## src/pllho_cfg.svh

```systemverilog
/*
 * register offsets, field positions, reset values and encodings
 * for the pll holdover controller; included by the top module and the bench, not by pllho_pkg.sv
 */
`ifndef PLLHO_CFG_SVH
`define PLLHO_CFG_SVH

// register indices (byte address is index times four)
`define PLLHO_IDX_LOCK_DETECT_CONFIG 12'h018
`define PLLHO_IDX_LOCK_PIN_MONITOR 12'h01a
`define PLLHO_IDX_REFERENCE_SELECT 12'h01c
`define PLLHO_IDX_HOLDOVER_CTRL 12'h01d
`define PLLHO_IDX_CHANNEL0_DIVIDER 12'h191
`define PLLHO_IDX_CHANNEL1_DIVIDER 12'h194
`define PLLHO_IDX_CHANNEL2_DIVIDER 12'h197
`define PLLHO_IDX_CHANNEL3_DIVIDER 12'h19a
`define PLLHO_IDX_STATUS 12'h1f0

// field positions
`define PLLHO_HO_ENABLE_BIT 0
`define PLLHO_HO_EXTERNAL_BIT 1
`define PLLHO_HO_PIN_CMP_BIT 3
`define PLLHO_LD_DISABLE_BIT 3
`define PLLHO_LD_WINDOW_BIT 4
`define PLLHO_LD_COUNT_LSB 5
`define PLLHO_PIN_MODE_MSB 5
`define PLLHO_MON_EXT_BIT 6
`define PLLHO_REF_BUF_LSB 1
`define PLLHO_REF_PREFER_BIT 3
`define PLLHO_REF_AUTO_BIT 4
`define PLLHO_CH_IGNORE_ALIGN_BIT 6

// encodings
`define PLLHO_PIN_MODE_CURRENT_SOURCE_LOCK_DETECT 6'h04
`define PLLHO_PIN_MODE_DLD 6'h01
`define PLLHO_PIN_MODE_ALD_N 6'h02
`define PLLHO_PIN_MODE_ALD_P 6'h03

// reset values
`define PLLHO_RST_LOCK_DETECT 8'h00
`define PLLHO_RST_LOCK_PIN 8'h00
`define PLLHO_RST_REF_SELECT 8'h00
`define PLLHO_RST_HOLDOVER 8'h00
`define PLLHO_RST_CHANNEL 8'h00

`endif

```

## src/pllho_pkg.sv

```systemverilog
/*
 * types for the pll holdover controller.
 * assumes pllho_cfg.svh sits in the same folder.
 */
`default_nettype none

package pllho_pkg;
	// holdover state, one-hot
	typedef enum logic [2:0] {
		PLLHO_ST_RUN = 3'h1,
		PLLHO_ST_HOLD = 3'h2,
		PLLHO_ST_REARM = 3'h4
	} pllho_state_type;

	// source of the clock input
	typedef enum logic [1:0] {
		PLLHO_CLK_VCO = 2'h0,
		PLLHO_CLK_DIST_ONLY = 2'h1,
		PLLHO_CLK_EXT_VCO = 2'h2,
		PLLHO_CLK_ZERO_DELAY = 2'h3
	} pllho_clk_src_type;
endpackage : pllho_pkg

`default_nettype wire

```

## src/pllho_top.sv

```systemverilog
/*
 * pll holdover controller: axi4-lite register file, digital lock
 * detect, holdover state machine, counter realignment and frequency
 * monitor status.
 * assumes aclk is the phase detector clock domain and that
 * pfd_ref_edge / pfd_fb_edge / phase error inputs come from logic
 * on aclk; pins (alignment, lock indicator, monitors) are asynchronous.
 */
`default_nettype none
`include "pllho_cfg.svh"

// Behaviour
// - holdover enable bit clear blocks both manual and automatic holdover
// - manual mode: falling edge of alignment pin tristates charge pump at once
// - release only at next reference phase detector edge after pin is high
// - no reference edge keeps manual holdover in place
// - release resets the b counter at the same edge, prescaler untouched
// - automatic mode tristates charge pump on lock loss without software
// - automatic entry follows the sensed lock indicator pin level
// - comparator disabled makes the lock indicator read permanently high
// - automatic holdover persists while no reference edge arrives
// - after exit, rearm only once the lock indicator returns high
// - only the selected reference counts; switchover loss ends next edge
// - lock counter field picks consecutive in-window cycles; 00b gives five
// - digital lock detect runs only when its disable bit is zero
// - pin control 000100b selects current-source lock detect on the pin
// - external holdover bit zero picks automatic mode over pin mode
// - reference select: auto switch, prefer second, buffer enables
// - lock window bit zero selects high range window
// - three monitors flag low frequency on both references and oscillator
// - one bit picks normal or extended reference monitor threshold
// - clock input is internal vco, distribution-only, external vco feedback or zero delay
// - lock after programmed consecutive cycles, drop on one wide error
module pllho_top
	import pllho_pkg::*;
#(
	parameter int ADDR_WIDTH = 12
) (
	// clock and reset
	input wire logic aclk,
	input wire logic aresetn,
	// axi4-lite write address and data
	input wire logic [ADDR_WIDTH-1:0] s_axi_awaddr,
	input wire logic s_axi_awvalid,
	output logic s_axi_awready,
	input wire logic [31:0] s_axi_wdata,
	input wire logic [3:0] s_axi_wstrb,
	input wire logic s_axi_wvalid,
	output logic s_axi_wready,
	// axi4-lite write response
	output logic [1:0] s_axi_bresp,
	output logic s_axi_bvalid,
	input wire logic s_axi_bready,
	// axi4-lite read
	input wire logic [ADDR_WIDTH-1:0] s_axi_araddr,
	input wire logic s_axi_arvalid,
	output logic s_axi_arready,
	output logic [31:0] s_axi_rdata,
	output logic [1:0] s_axi_rresp,
	output logic s_axi_rvalid,
	input wire logic s_axi_rready,
	// asynchronous pins
	input wire logic align_pin_n,
	input wire logic lock_indicator_pin,
	input wire logic [2:0] monitor_low_freq,
	// phase detector events on aclk
	input wire logic pfd_ref_edge_first,
	input wire logic pfd_ref_edge_second,
	input wire logic pfd_fb_edge,
	input wire logic phase_in_lock_window,
	input wire logic phase_over_unlock_window,
	input wire logic ref_selected_second,
	// loop and status outputs
	output logic charge_pump_tristate,
	output logic b_counter_reset,
	output logic digital_lock_detect,
	output logic [5:0] lock_pin_mode,
	output logic lock_window_high_range,
	output logic monitor_extended_threshold,
	output logic [2:0] monitor_flags,
	output logic ref_auto_switch,
	output logic ref_prefer_second,
	output logic [1:0] ref_buffer_enable,
	output logic [1:0] clk_input_source,
	output logic [3:0] channel_ignore_align
);

	//--------------------------------------------------------------
	// register file
	//--------------------------------------------------------------
	logic [7:0] pll_lock_detect_config;
	logic [7:0] lock_pin_and_monitor_ctrl;
	logic [7:0] reference_select_ctrl;
	logic [7:0] holdover_ctrl;
	logic [7:0] channel_divider_ctrl [4];
	logic [1:0] clock_source_ctrl;
	logic aw_held;
	logic w_held;
	logic [ADDR_WIDTH-1:0] aw_addr;
	logic [31:0] w_data;
	logic [3:0] w_strb;
	logic [2:0] hold_cause_sticky;

	// channel index decode, -1 style miss reported as 3'h4
	function automatic logic [2:0] pllho_channel_index(input logic [ADDR_WIDTH-1:0] addr);
		case (addr)
			`PLLHO_IDX_CHANNEL0_DIVIDER * 4: pllho_channel_index = 3'h0;
			`PLLHO_IDX_CHANNEL1_DIVIDER * 4: pllho_channel_index = 3'h1;
			`PLLHO_IDX_CHANNEL2_DIVIDER * 4: pllho_channel_index = 3'h2;
			`PLLHO_IDX_CHANNEL3_DIVIDER * 4: pllho_channel_index = 3'h3;
			default: pllho_channel_index = 3'h4;
		endcase
	endfunction : pllho_channel_index

	// true for any mapped register address
	function automatic logic pllho_mapped(input logic [ADDR_WIDTH-1:0] addr);
		case (addr)
			`PLLHO_IDX_LOCK_DETECT_CONFIG * 4, `PLLHO_IDX_LOCK_PIN_MONITOR * 4,
			`PLLHO_IDX_REFERENCE_SELECT * 4, `PLLHO_IDX_HOLDOVER_CTRL * 4,
			`PLLHO_IDX_STATUS * 4: pllho_mapped = 1'b1;
			default: pllho_mapped = pllho_channel_index(addr) != 3'h4;
		endcase
	endfunction : pllho_mapped

	// decoded channel slots; 3'h4 means no channel register
	logic [2:0] wr_ch;
	logic [2:0] rd_ch;
	assign wr_ch = pllho_channel_index(aw_addr);
	assign rd_ch = pllho_channel_index(s_axi_araddr);

	logic do_write;
	assign do_write = aw_held && w_held && !s_axi_bvalid;

	// address and data may arrive in either order; each is held until both are here
	always_ff @(posedge aclk) begin
		if (!aresetn) begin
			aw_held <= 1'b0;
			w_held <= 1'b0;
			aw_addr <= '0;
			w_data <= 32'h0;
			w_strb <= 4'h0;
		end else begin
			if (s_axi_awvalid && s_axi_awready) begin
				aw_held <= 1'b1;
				aw_addr <= s_axi_awaddr;
			end else if (do_write) begin
				aw_held <= 1'b0;
			end
			if (s_axi_wvalid && s_axi_wready) begin
				w_held <= 1'b1;
				w_data <= s_axi_wdata;
				w_strb <= s_axi_wstrb;
			end else if (do_write) begin
				w_held <= 1'b0;
			end
		end
	end

	// ready only while the matching holding slot is empty
	always_ff @(posedge aclk) begin
		if (!aresetn) begin
			s_axi_awready <= 1'b0;
			s_axi_wready <= 1'b0;
		end else begin
			s_axi_awready <= !aw_held && !(s_axi_awvalid && s_axi_awready) && !s_axi_bvalid;
			s_axi_wready <= !w_held && !(s_axi_wvalid && s_axi_wready) && !s_axi_bvalid;
		end
	end

	// write response; unmapped addresses answer slverr
	always_ff @(posedge aclk) begin
		if (!aresetn) begin
			s_axi_bvalid <= 1'b0;
			s_axi_bresp <= 2'h0;
		end else if (do_write) begin
			s_axi_bvalid <= 1'b1;
			s_axi_bresp <= pllho_mapped(aw_addr) ? 2'h0 : 2'h2;
		end else if (s_axi_bready) begin
			s_axi_bvalid <= 1'b0;
		end
	end

	// register writes gated by byte lane 0; the status clock source takes data bits 9:8
	always_ff @(posedge aclk) begin
		if (!aresetn) begin
			pll_lock_detect_config <= `PLLHO_RST_LOCK_DETECT;
			lock_pin_and_monitor_ctrl <= `PLLHO_RST_LOCK_PIN;
			reference_select_ctrl <= `PLLHO_RST_REF_SELECT;
			holdover_ctrl <= `PLLHO_RST_HOLDOVER;
			clock_source_ctrl <= 2'h0;
			for (int i = 0; i < 4; i++) begin
				channel_divider_ctrl[i] <= `PLLHO_RST_CHANNEL;
			end
		end else if (do_write && w_strb[0]) begin
			case (aw_addr)
				`PLLHO_IDX_LOCK_DETECT_CONFIG * 4: pll_lock_detect_config <= w_data[7:0];
				`PLLHO_IDX_LOCK_PIN_MONITOR * 4: lock_pin_and_monitor_ctrl <= w_data[7:0];
				`PLLHO_IDX_REFERENCE_SELECT * 4: reference_select_ctrl <= w_data[7:0];
				`PLLHO_IDX_HOLDOVER_CTRL * 4: holdover_ctrl <= w_data[7:0];
				`PLLHO_IDX_STATUS * 4: clock_source_ctrl <= w_data[9:8];
				default: begin
					if (wr_ch != 3'h4) begin
						channel_divider_ctrl[wr_ch[1:0]] <= w_data[7:0];
					end
				end
			endcase
		end
	end

	//--------------------------------------------------------------
	// pin synchronisers
	//--------------------------------------------------------------
	logic [1:0] align_sync;
	logic [1:0] lock_pin_sync;
	logic [2:0] mon_sync0;
	logic [2:0] mon_sync1;
	logic align_prev;

	// two stages each; only the second stage is looked at
	always_ff @(posedge aclk) begin
		if (!aresetn) begin
			align_sync <= 2'h3;
			lock_pin_sync <= 2'h0;
			mon_sync0 <= 3'h0;
			mon_sync1 <= 3'h0;
			align_prev <= 1'b1;
		end else begin
			align_sync <= {align_sync[0], align_pin_n};
			lock_pin_sync <= {lock_pin_sync[0], lock_indicator_pin};
			mon_sync0 <= monitor_low_freq;
			mon_sync1 <= mon_sync0;
			align_prev <= align_sync[1];
		end
	end

	logic align_fall;
	logic lock_sensed;
	logic ref_edge;
	assign align_fall = align_prev && !align_sync[1];
	// comparator off reads as permanently high
	assign lock_sensed = holdover_ctrl[`PLLHO_HO_PIN_CMP_BIT] ? lock_pin_sync[1] : 1'b1;
	// only the currently selected reference is watched
	assign ref_edge = ref_selected_second ? pfd_ref_edge_second : pfd_ref_edge_first;

	//--------------------------------------------------------------
	// digital lock detect
	//--------------------------------------------------------------
	logic [4:0] lock_count;
	logic [4:0] lock_target;

	// counter field 00b selects five; the other codes are parameters of choice
	always_comb begin
		case (pll_lock_detect_config[`PLLHO_LD_COUNT_LSB +: 2])
			2'h0: lock_target = 5'd5;
			2'h1: lock_target = 5'd16;
			2'h2: lock_target = 5'd16;
			default: lock_target = 5'd31;
		endcase
	end

	// hysteresis: slow in, fast out, so the indicator does not chatter
	always_ff @(posedge aclk) begin
		if (!aresetn) begin
			lock_count <= 5'h0;
			digital_lock_detect <= 1'b0;
		end else if (pll_lock_detect_config[`PLLHO_LD_DISABLE_BIT]) begin
			lock_count <= 5'h0;
			digital_lock_detect <= 1'b0;
		end else if (pfd_fb_edge) begin
			if (phase_over_unlock_window) begin
				lock_count <= 5'h0;
				digital_lock_detect <= 1'b0;
			end else if (phase_in_lock_window) begin
				if (lock_count + 5'h1 >= lock_target) begin
					digital_lock_detect <= 1'b1;
				end
				if (lock_count != 5'h1f) begin
					lock_count <= lock_count + 5'h1;
				end
			end else begin
				lock_count <= 5'h0;
			end
		end
	end

	//--------------------------------------------------------------
	// holdover state machine
	//--------------------------------------------------------------
	pllho_state_type state;
	pllho_state_type next_state;
	logic ho_enable;
	logic ho_external;
	logic enter_manual;
	logic enter_auto;
	logic release_now;
	assign ho_enable = holdover_ctrl[`PLLHO_HO_ENABLE_BIT];
	assign ho_external = holdover_ctrl[`PLLHO_HO_EXTERNAL_BIT];
	assign enter_manual = ho_enable && ho_external && align_fall;
	assign enter_auto = ho_enable && !ho_external && !lock_sensed;
	// release waits for the pin (manual mode) and the next reference edge
	assign release_now = ref_edge && (!ho_external || align_sync[1]);

	always_comb begin
		next_state = state;
		case (state)
			PLLHO_ST_RUN: begin
				if (enter_manual || enter_auto) begin
					next_state = PLLHO_ST_HOLD;
				end
			end
			PLLHO_ST_HOLD: begin
				if (!ho_enable) begin
					next_state = PLLHO_ST_RUN;
				end else if (release_now) begin
					next_state = ho_external ? PLLHO_ST_RUN : PLLHO_ST_REARM;
				end
			end
			PLLHO_ST_REARM: begin
				// automatic entry blocked until the indicator is high again
				if (lock_sensed || !ho_enable || ho_external) begin
					next_state = PLLHO_ST_RUN;
				end else if (enter_manual) begin
					next_state = PLLHO_ST_HOLD;
				end
			end
			default: next_state = PLLHO_ST_RUN;
		endcase
	end

	always_ff @(posedge aclk) begin
		if (!aresetn) begin
			state <= PLLHO_ST_RUN;
		end else begin
			state <= next_state;
		end
	end

	// tristate goes with the state; the b counter reset marks the release edge
	always_ff @(posedge aclk) begin
		if (!aresetn) begin
			charge_pump_tristate <= 1'b0;
			b_counter_reset <= 1'b0;
		end else begin
			charge_pump_tristate <= next_state == PLLHO_ST_HOLD;
			b_counter_reset <= state == PLLHO_ST_HOLD && next_state != PLLHO_ST_HOLD && release_now;
		end
	end

	// sticky cause bits: bit0 manual, bit1 automatic, bit2 released; set beats clear
	always_ff @(posedge aclk) begin
		if (!aresetn) begin
			hold_cause_sticky <= 3'h0;
		end else begin
			hold_cause_sticky <= (hold_cause_sticky
				& ~((do_write && w_strb[1] && aw_addr == `PLLHO_IDX_STATUS * 4) ? w_data[14:12] : 3'h0))
				| {state == PLLHO_ST_HOLD && release_now,
					state == PLLHO_ST_RUN && enter_auto,
					state != PLLHO_ST_HOLD && enter_manual};
		end
	end

	//--------------------------------------------------------------
	// configuration outputs and monitors
	//--------------------------------------------------------------
	always_ff @(posedge aclk) begin
		if (!aresetn) begin
			lock_pin_mode <= 6'h0;
			lock_window_high_range <= 1'b1;
			monitor_extended_threshold <= 1'b0;
			monitor_flags <= 3'h0;
			ref_auto_switch <= 1'b0;
			ref_prefer_second <= 1'b0;
			ref_buffer_enable <= 2'h0;
			clk_input_source <= 2'h0;
			channel_ignore_align <= 4'h0;
		end else begin
			lock_pin_mode <= lock_pin_and_monitor_ctrl[`PLLHO_PIN_MODE_MSB:0];
			lock_window_high_range <= !pll_lock_detect_config[`PLLHO_LD_WINDOW_BIT];
			monitor_extended_threshold <= lock_pin_and_monitor_ctrl[`PLLHO_MON_EXT_BIT];
			monitor_flags <= mon_sync1;
			ref_auto_switch <= reference_select_ctrl[`PLLHO_REF_AUTO_BIT];
			ref_prefer_second <= reference_select_ctrl[`PLLHO_REF_PREFER_BIT];
			ref_buffer_enable <= reference_select_ctrl[`PLLHO_REF_BUF_LSB +: 2];
			clk_input_source <= clock_source_ctrl;
			for (int i = 0; i < 4; i++) begin
				channel_ignore_align[i] <= channel_divider_ctrl[i][`PLLHO_CH_IGNORE_ALIGN_BIT];
			end
		end
	end

	//--------------------------------------------------------------
	// read channel
	//--------------------------------------------------------------
	logic [7:0] read_byte;
	logic current_source_lock_detect_selected;
	assign current_source_lock_detect_selected = lock_pin_and_monitor_ctrl[`PLLHO_PIN_MODE_MSB:0] == `PLLHO_PIN_MODE_CURRENT_SOURCE_LOCK_DETECT;

	always_comb begin
		case (s_axi_araddr)
			`PLLHO_IDX_LOCK_DETECT_CONFIG * 4: read_byte = pll_lock_detect_config;
			`PLLHO_IDX_LOCK_PIN_MONITOR * 4: read_byte = lock_pin_and_monitor_ctrl;
			`PLLHO_IDX_REFERENCE_SELECT * 4: read_byte = reference_select_ctrl;
			`PLLHO_IDX_HOLDOVER_CTRL * 4: read_byte = holdover_ctrl;
			default: read_byte = rd_ch != 3'h4 ? channel_divider_ctrl[rd_ch[1:0]] : 8'h0;
		endcase
	end

	// one read at a time; answer one cycle after the address is taken
	always_ff @(posedge aclk) begin
		if (!aresetn) begin
			s_axi_arready <= 1'b0;
			s_axi_rvalid <= 1'b0;
			s_axi_rdata <= 32'h0;
			s_axi_rresp <= 2'h0;
		end else if (s_axi_arvalid && s_axi_arready) begin
			s_axi_arready <= 1'b0;
			s_axi_rvalid <= 1'b1;
			s_axi_rresp <= pllho_mapped(s_axi_araddr) ? 2'h0 : 2'h2;
			if (s_axi_araddr == `PLLHO_IDX_STATUS * 4) begin
				s_axi_rdata <= {17'h0, hold_cause_sticky, 2'h0, clock_source_ctrl, mon_sync1,
					current_source_lock_detect_selected, lock_sensed, digital_lock_detect, state == PLLHO_ST_REARM,
					charge_pump_tristate};
			end else begin
				s_axi_rdata <= {24'h0, read_byte};
			end
		end else if (s_axi_rvalid) begin
			if (s_axi_rready) begin
				s_axi_rvalid <= 1'b0;
				s_axi_arready <= 1'b1;
			end
		end else begin
			s_axi_arready <= 1'b1;
		end
	end

endmodule : pllho_top

`default_nettype wire

```

## config.mk

```make
export PLATFORM = sky130hd
export DESIGN_NAME = pllho_top
export DESIGN_NICKNAME = d
export VERILOG_FILES = /design/src/pllho_pkg.sv /design/src/pllho_top.sv
export VERILOG_INCLUDE_DIRS = /design/src
export SDC_FILE = /design/constraint.sdc
export NUM_CORES = 1
export LEC_CHECK = 0
export ABC_AREA = 0
export BUFFER_PORTS_ARGS = -buffer_cell sky130_fd_sc_hd__clkbuf_2
export CAP_MARGIN = 25
export CORE_MARGIN = 4
export CORE_UTILIZATION = 59
export DETAILED_ROUTE_END_ITERATION = 10
export MAX_ROUTING_LAYER = met4
export PLACE_DENSITY = 0.89
export SETUP_SLACK_MARGIN = 0.2
export SLEW_MARGIN = 0
export SYNTH_ARGS = -nofsm -noshare
export SYNTH_HDL_FRONTEND = slang
export SYNTH_SLANG_ARGS = --single-unit
```

## constraint.sdc

```tcl
create_clock -name aclk -period 4.32 [get_ports aclk]
set_clock_uncertainty 0.15 [all_clocks]
set_input_delay 0.864 -clock aclk [delete_from_list [all_inputs] [get_ports aclk]]
set_output_delay 0.864 -clock aclk [all_outputs]
set_load 0.05 [all_outputs]
```

==> results of run 1 <==
report_power, final:
part,internal (mW),switching (mW),total [mW]
Clock,0.972,0.580,1.55
Combinational,0.0605,0.160,0.220
Sequential,1.57,0.0353,1.60
Total,2.60,0.775,3.37
metrics by stage:
stage          worst slack, ns  hold WS [ns]  util (%)
2_1_floorplan             1.75         0.218         -
3_3_place_gp              1.24         0.237      65.3
3_5_place_dp              1.04         0.246      65.4
4_1_cts                   1.45         0.268      70.7
5_1_grt                   1.25         0.289      70.7
6_report                  1.37         0.264      70.7
cell usage in the layout (no fill, tap or decap), types with 3 or more instances in the layout:
| cell type | instances |
|---|---|
| sky130_fd_sc_hd__o211ai_1 | 3 |
| sky130_fd_sc_hd__o21a_1 | 3 |
| sky130_fd_sc_hd__nand3_1 | 12 |
| sky130_fd_sc_hd__inv_1 | 11 |
| sky130_fd_sc_hd__nor3b_2 | 4 |
| sky130_fd_sc_hd__or2_2 | 4 |
| sky130_fd_sc_hd__conb_1 | 21 |
| sky130_fd_sc_hd__edfxtp_1 | 32 |
| sky130_fd_sc_hd__nor3b_1 | 8 |
| sky130_fd_sc_hd__nor2_1 | 62 |
| sky130_fd_sc_hd__a22oi_1 | 10 |
| sky130_fd_sc_hd__nor3_1 | 4 |
| sky130_fd_sc_hd__and3_1 | 3 |
| sky130_fd_sc_hd__o22ai_1 | 9 |
| sky130_fd_sc_hd__dfxtp_1 | 129 |
| sky130_fd_sc_hd__a22o_1 | 5 |
| sky130_fd_sc_hd__a21o_1 | 3 |
| sky130_fd_sc_hd__bufinv_16 | 3 |
| sky130_fd_sc_hd__and2_1 | 55 |
| sky130_fd_sc_hd__a21oi_1 | 46 |
| sky130_fd_sc_hd__xnor2_1 | 3 |
| sky130_fd_sc_hd__nand3b_1 | 4 |
| sky130_fd_sc_hd__nand2b_1 | 13 |
| sky130_fd_sc_hd__nor4b_4 | 3 |
| sky130_fd_sc_hd__mux2i_1 | 48 |
| sky130_fd_sc_hd__ha_1 | 9 |
| sky130_fd_sc_hd__a211oi_1 | 4 |
| sky130_fd_sc_hd__o21ai_0 | 17 |
| sky130_fd_sc_hd__and2_2 | 9 |
| sky130_fd_sc_hd__nor2b_1 | 5 |
| sky130_fd_sc_hd__nand2_1 | 83 |
| sky130_fd_sc_hd__a211o_1 | 6 |
| sky130_fd_sc_hd__clkbuf_16 | 18 |
| sky130_fd_sc_hd__buf_4 | 5 |
| sky130_fd_sc_hd__clkbuf_1 | 3 |
| sky130_fd_sc_hd__clkbuf_2 | 100 |
| sky130_fd_sc_hd__mux2_2 | 4 |
path summary, 6_finish.rpt:
check | start | endpoint | slack, ns | depth (start not counted)
hold reg to reg | align_sync[0] | align_sync[1] | 0.26 | 1
setup / recovery | s_axi_araddr[7] | s_axi_rdata[4] | 1.37 | 7
hold / removal | align_sync[0] | align_sync[1] | 0.26 | 1
setup reg to reg | aw_addr[11] | channel_divider_ctrl[0][6] | 1.62 | 6
logic make-up (layout without fill, tap and decap cells):
| group | after synthesis | in the layout | share of synthesized area, % |
|---|---|---|---|
| other | 1 | 21 | 0.0529 |
| DFF | 161 | 161 | 49.9 |
| AOI/OAI and AO/OA | 126 | 126 | 11.8 |
| buffers and inverters | 64 | 150 | 4.83 |
| adders and majority gates | 9 | 9 | 1.59 |
| xor gates and xnor gates | 5 | 5 | 0.617 |
| muxes | 52 | 52 | 7.41 |
| and+or+nand+nor | 295 | 295 | 23.8 |
final cells by class:
type | count | area [µm²] | share of cell area (%)
clock buffers | 23 | 489 | 5.96
repair buffers | 106 | 543 | 6.61
inverters | 12 | 45.0 | 0.549
flip-flops and latches | 161 | 3540 | 43.2
well taps | 143 | 179 | 2.18
clock inverters | 9 | 129 | 1.57
multi-input cells | 508 | 3280 | 40.0
metal layers:
metal,track usage (%),vias up,wire [µm]
met5,-,-,0
met4,12.0,0,530
met3,5.91,48,1350
met2,43.0,299,8560
met1,30.0,2655,6970
li1,-,2638,-
state kept, by name (all words and copies together) (netlist names), 4 cells and up:
name / cells
holdover_ctrl: 8
lock_count: 5
channel_ignore_align: 4
lock_pin_mode: 6
w_data: 13
pll_lock_detect_config: 8
s_axi_rdata: 13
aw_addr: 12
lock_pin_and_monitor_ctrl: 8
channel_divider_ctrl: 32
reference_select_ctrl: 8
==> implementation parameters, run 1 <==
Parameter                              Value

Logic synthesis
  Predominant post-synthesis flop cell    sky130_fd_sc_hd__dfxtp_1
  Async set-or-reset flop fraction in the synthesized netlist    0%
  Unique cell type count in the Yosys netlist    75
  Netlist area before placement    7090 µm²
  Post-synth EDFFs    32
  Count of synthesis-stage warnings from yosys    0
  Most area-consuming cells after synthesis    sky130_fd_sc_hd__dfxtp_1 36%, sky130_fd_sc_hd__edfxtp_1 14%, sky130_fd_sc_hd__mux2i_1 6.8%
  Sequential fraction of the synthesis area    49.9%
  Post-synthesis cell type with the largest combined area    sky130_fd_sc_hd__dfxtp_1
  Syn Area/Cell    9.95 µm²
  Gate count after technology mapping    713
  Register bit count reported by yosys    161
  Most repeated cell in the gate-level netlist after synthesis    sky130_fd_sc_hd__dfxtp_1
  Top cell type's share of synthesized area    36.4%
  Top cells by count, synth    129 x sky130_fd_sc_hd__dfxtp_1, 83 x sky130_fd_sc_hd__nand2_1, 62 x sky130_fd_sc_hd__nor2_1, 55 x sky130_fd_sc_hd__and2_1, 48 x sky130_fd_sc_hd__mux2i_1

Finish
  Layout Area Growth over Synthesis    15.7%
  Post-route cell area    8210 µm²
  Layout cells sized above 1    21.5%
  Non-filler instance count after layout    962
  Final antenna diode count    0
  Net count of the finished layout    893
  Fill cell instance count of the final layout    812

Timing
  Max Fclk    339 MHz
  Total negative setup slack    0 ns
  Count of final setup violators    0
  Worst rel slew slack    47.9%
  Setup repair after global routing missed its margin    no
  Post-route clock period utilization    68.2%
  Period minus WS final    2.95 ns
  Max-slew violation count    0
  Worst-Margin Slew    0.780 ns
  Final Hold Violating Endpoints    0

Clock tree
  Clock buffer count from CTS    17
  CTS resizes    0
  Clock tree from TritonCTS    done
  Worst-path clk slew    0.06 ns
  CTS Root Buffer Type    sky130_fd_sc_hd__clkbuf_16
  Maximum count of clock buffers along a single path    2
  Clk Latency, worst-skew pair    0.42 ns
  H-tree depth    4
  CTS Sinks    161
  Number of buffers added for setup after CTS    0
  Hold buffer count at cts    0

Critical path
  Buf/Inv on CP    1
  Critical Path RT    4.53 ns
  Cell Chain, Critical Path    clkbuf_2 > nor4b_4 > nand3_1 > nor3b_1 > nand2_1 > a31oi_1 > a211o_1
  Worst path max stage delay    0.76 ns
  Setup CP Type    in2reg
  Startpoint class of the critical path    input port
  Largest fanout of any net on the critical path    11
  Crit. End Element    flop
  Family with the most delay on the worst path    simple AND/OR/NAND/NOR gates
  CP arrival    3.16 ns
  Cell at the slowest stage of the critical path    sky130_fd_sc_hd__nor3b_1

Floorplan
  Standard cell core area    11600 µm²
  Die area    13800 µm²
  Cell Rows    39
  Boundary Pins    143
  Die boundary height    118 µm
  Die boundary width    118 µm
  Effective utilization at floorplan    61.1%

Worst hold path
  Worst min-delay path category    reg2reg

Run status
  Status    completed

Job
  Total of max-cap violations    0

Routing
  Number of detailed-routing iterations run before antenna repair    5
  Total wire length after detailed routing    17.4 mm
  Initial drt markers    540
  Routed len/inst    18.1 µm
  Total via count in the routed design    5640
  ANT nets after route    0
  DRC viols    0
  Vias/cell    5.86

Power and ir drop
  Total power    3.37 mW
  Static Leakage    3.22 nW
  Power per unit of standard cell area    411 nW/µm²
  Largest voltage drop on the vdd net    277 µV

Global routing
  Via count of the first global-routing pass    5726
  GR Overflow Total    0
  Maximum number of pins on one net before global-route repair    75
  Antenna violations before repair    0
  Global router's overall resource usage    25.9%
  First-pass GRT wire length    28.2 mm

Place
  Final weighted congestion in routability-driven placement    0.930
  Cell area after placement    7590 µm²
  Port Buffers    100
  Detailed Place HPWL    12.2 mm
  Placed cells    930
Note: power is estimated with default switching activity, not from simulation.
==> run 2, diff against run 1 <==
Settings changed: CORE_UTILIZATION 59 to 50, PLACE_DENSITY 0.89 to 0.81.
Clock period 4.32 ns to 2.6 ns, I/O delays scaled along.
==> run 2 against run 1 <==
Non-clock buffer count grew 20. Worst hold slack lost 0.12 ns. Routed wire length shrank 5.1%. Utilization shrank 9.6 points. First-iteration DRC count shrank 29%. Worst setup slack lost 1.0 ns. Critical endpoint is now pll_lock_detect_config[1]. Largest cell class unchanged.
==> implementation parameters, run 2 (synthesis results as in run 1) <==
Parameter                              Value

Finish
  Layout cells sized above 1    24.6% (+3.1 points)
  Layout Area Growth over Synthesis    19.5%
  Number of flip-flops in the largest register    32 (unchanged)
  Most frequent standard cell in the layout excluding fill and tap cells    sky130_fd_sc_hd__dfxtp_1
  Register containing the most flip-flops in the final layout    channel_divider_ctrl
  Net count of the finished layout    913 (+2.2%)
  Registers with the most flip-flops    channel_divider_ctrl: 32 flops, s_axi_rdata: 13 flops, w_data: 13 flops
  Final antenna diode count    0 (unchanged)
  Top library cells by usage in the layout, fill and taps aside    126 x sky130_fd_sc_hd__dfxtp_1, 100 x sky130_fd_sc_hd__clkbuf_2, 83 x sky130_fd_sc_hd__nand2_1
  Post-route cell area    8480 µm² (+3.2%)
  Core occupancy in the finished layout    61.1% (-9.6 points)

Timing
  Setup repair after global routing missed its margin    no
  Post-route clock period utilization    86.8%
  Worst-Margin Slew    0.746 ns (-0.0348 ns)
  Period minus WS final    2.26 ns
  Final hold slack    0.148 ns (-0.116 ns)
  Worst rel slew slack    50.3% (+2.4 points)
  Final Hold Violating Endpoints    0 (unchanged)
  Max Fclk    443 MHz
  Count of final setup violators    0 (unchanged)
  Total negative setup slack    0 ns (unchanged)
  Max-slew violation count    0 (unchanged)

Critical path
  Critical Path RT    2.74 ns (-1.79 ns)
  Family with the most delay on the worst path    simple AND/OR/NAND/NOR gates
  Startpoint class of the critical path    flop
  Worst path max stage delay    0.62 ns (-0.14 ns)
  CP arrival    2.39 ns (-0.77 ns)
  Setup CP Type    reg2reg
  Cell at the slowest stage of the critical path    sky130_fd_sc_hd__or3_1
  Crit. End Element    flop
  Largest fanout of any net on the critical path    8 (-3)
  Buf/Inv on CP    0 (-1)
  Cell Chain, Critical Path    nor3b_2 > nand4_2 > or3_1 > mux2i_1 > nor2_1

Floorplan
  Effective utilization at floorplan    51.1% (-10 points)
  Standard cell core area    13900 µm² (+20%)
  Die boundary height    127 µm (+8.0%)
  Boundary Pins    143 (unchanged)
  Cell Rows    43 (+10%)
  Die area    16200 µm² (+17%)
  Die boundary width    127 µm (+8.0%)

Routing
  Initial drt markers    386 (-29%)
  Total wire length after detailed routing    16.5 mm (-5.1%)
  ANT nets after route    0 (unchanged)
  DRC viols    0 (unchanged)
  Vias/cell    5.38 (-8.2%)
  Number of detailed-routing iterations run before antenna repair    5 (unchanged)
  Routed len/inst    16.2 µm (-10%)
  Total via count in the routed design    5484 (-2.8%)

Global routing
  GR Overflow Total    0 (unchanged)
  Maximum number of pins on one net before global-route repair    74 (-1.3%)
  Global router's overall resource usage    21.6% (-4.3 points)
  First-pass GRT wire length    26.8 mm (-4.7%)
  Antenna violations before repair    0 (unchanged)
  Via count of the first global-routing pass    5227 (-8.7%)

Run status
  Status    completed

Clock tree
  Clk Latency, worst-skew pair    0.42 ns (about the same)
  Hold buffer count at cts    0 (unchanged)
  Maximum count of clock buffers along a single path    2 (unchanged)
  CTS Root Buffer Type    sky130_fd_sc_hd__clkbuf_16
  Clock tree from TritonCTS    done
  H-tree depth    4 (unchanged)
  Clock buffer count from CTS    17 (unchanged)
  Worst-path clk slew    0.06 ns (about the same)
  CTS Sinks    161 (unchanged)

Power and ir drop
  Fraction of power spent switching nets    23.0% (+0.046 points)
  Largest voltage drop on the vdd net    427 µV (+54%)
  Part of the power in registers    46.1% (-1.4 points)
  Power dissipated by switching net loads    1.33 mW (+71%)
  Proportion of power drawn by combinational gates    6.6% (about the same)
  Power per unit of standard cell area    680 nW/µm² (+66%)
  Internal power summed over all cells    4.44 mW (+71%)
  Part of the power in the clock network    47.3% (+1.3 points)
  Static Leakage    3.34 nW (+3.6%)

Place
  Final weighted congestion in routability-driven placement    0.889 (-4.4%)
  Cell area after placement    7800 µm² (+2.7%)
  Port Buffers    100 (unchanged)
  Detailed Place HPWL    11.6 mm (-5.3%)

Job
  Total of max-cap violations    0 (unchanged)

Worst hold path
  Worst min-delay path category    in2reg
-- run 2: cell count changes in the layout (fill, tap and decap cells not counted), sizes merged --
| cell | previous run | this run |
|---|---|---|
| clkinv | 5 | 6 |
| clkinvlp | 1 | 3 |
| buf | 6 | 26 |
| clkbuf | 123 | 118 |
| bufinv | 3 | 5 |
-- run 2: worst reg2reg max path: stages (launching register included) --
cell	delay, ns
sky130_fd_sc_hd__dfxtp_1	0.45
sky130_fd_sc_hd__nor3b_2	0.33
sky130_fd_sc_hd__nand4_2	0.27
sky130_fd_sc_hd__or3_1	0.62
sky130_fd_sc_hd__mux2i_1	0.24
sky130_fd_sc_hd__nor2_1	0.05
-- run 2: metrics by stage --
| stage | worst slack (ns) | cells | power [mW] |
|---|---|---|---|
| 2_1_floorplan | 0.328 | 733 | 2.98 |
| 3_3_place_gp | 0.111 | 987 | 3.08 |
| 3_5_place_dp | 0.0925 | 987 | 3.09 |
| 4_1_cts | 0.275 | 1019 | 5.79 |
| 5_1_grt | 0.212 | 1019 | 5.95 |
| 6_report | 0.344 | 1019 | 5.77 |
-- run 2: worst paths after layout --
| path | from | to | slack [ns] | cells after the start |
|---|---|---|---|---|
| worst max-delay path | aw_addr[5] | pll_lock_detect_config[1] | 0.34 | 5 |
| worst min-delay path | phase_over_unlock_window | digital_lock_detect | 0.15 | 2 |
| worst max register to register | aw_addr[5] | pll_lock_detect_config[1] | 0.34 | 5 |
| worst min register to register | pll_lock_detect_config[4] | lock_window_high_range | 0.26 | 1 |
-- run 2: cell type report --
class	instances	area (µm²)
clock buffer	18	439
clock inverter	14	213
fill	1174	5400
inverter	12	45.0
multi-input combinational	508	3310
sequential	161	3550
tap	180	225
timing repair buffer	126	696
-- run 2: metal layers --
metal  up-vias  wire length [µm]  GRT usage (%)
li1       2683                 -              -
met1      2574              7290           28.5
met2       195              7860           33.1
met3        32              1040           4.77
met4         0               341           7.57
met5         -                 0              -
-- run 2: what timing repair did --
action	4_1_cts	5_1_grt
gates resized for setup	3	5
gates cloned	0	0
setup buffers	0	0
endpoints found under the setup margin	8	18
-- run 2: power groups by stage --
| stage | clock network [mW] | registers [mW] | logic [mW] |
|---|---|---|---|
| 2_1_floorplan | 0 | 2.72 | 0.252 |
| 3_3_place_gp | 0 | 2.71 | 0.368 |
| 3_5_place_dp | 0 | 2.71 | 0.374 |
| 4_1_cts | 2.76 | 2.66 | 0.379 |
| 5_1_grt | 2.88 | 2.66 | 0.414 |
| 6_report | 2.73 | 2.66 | 0.381 |
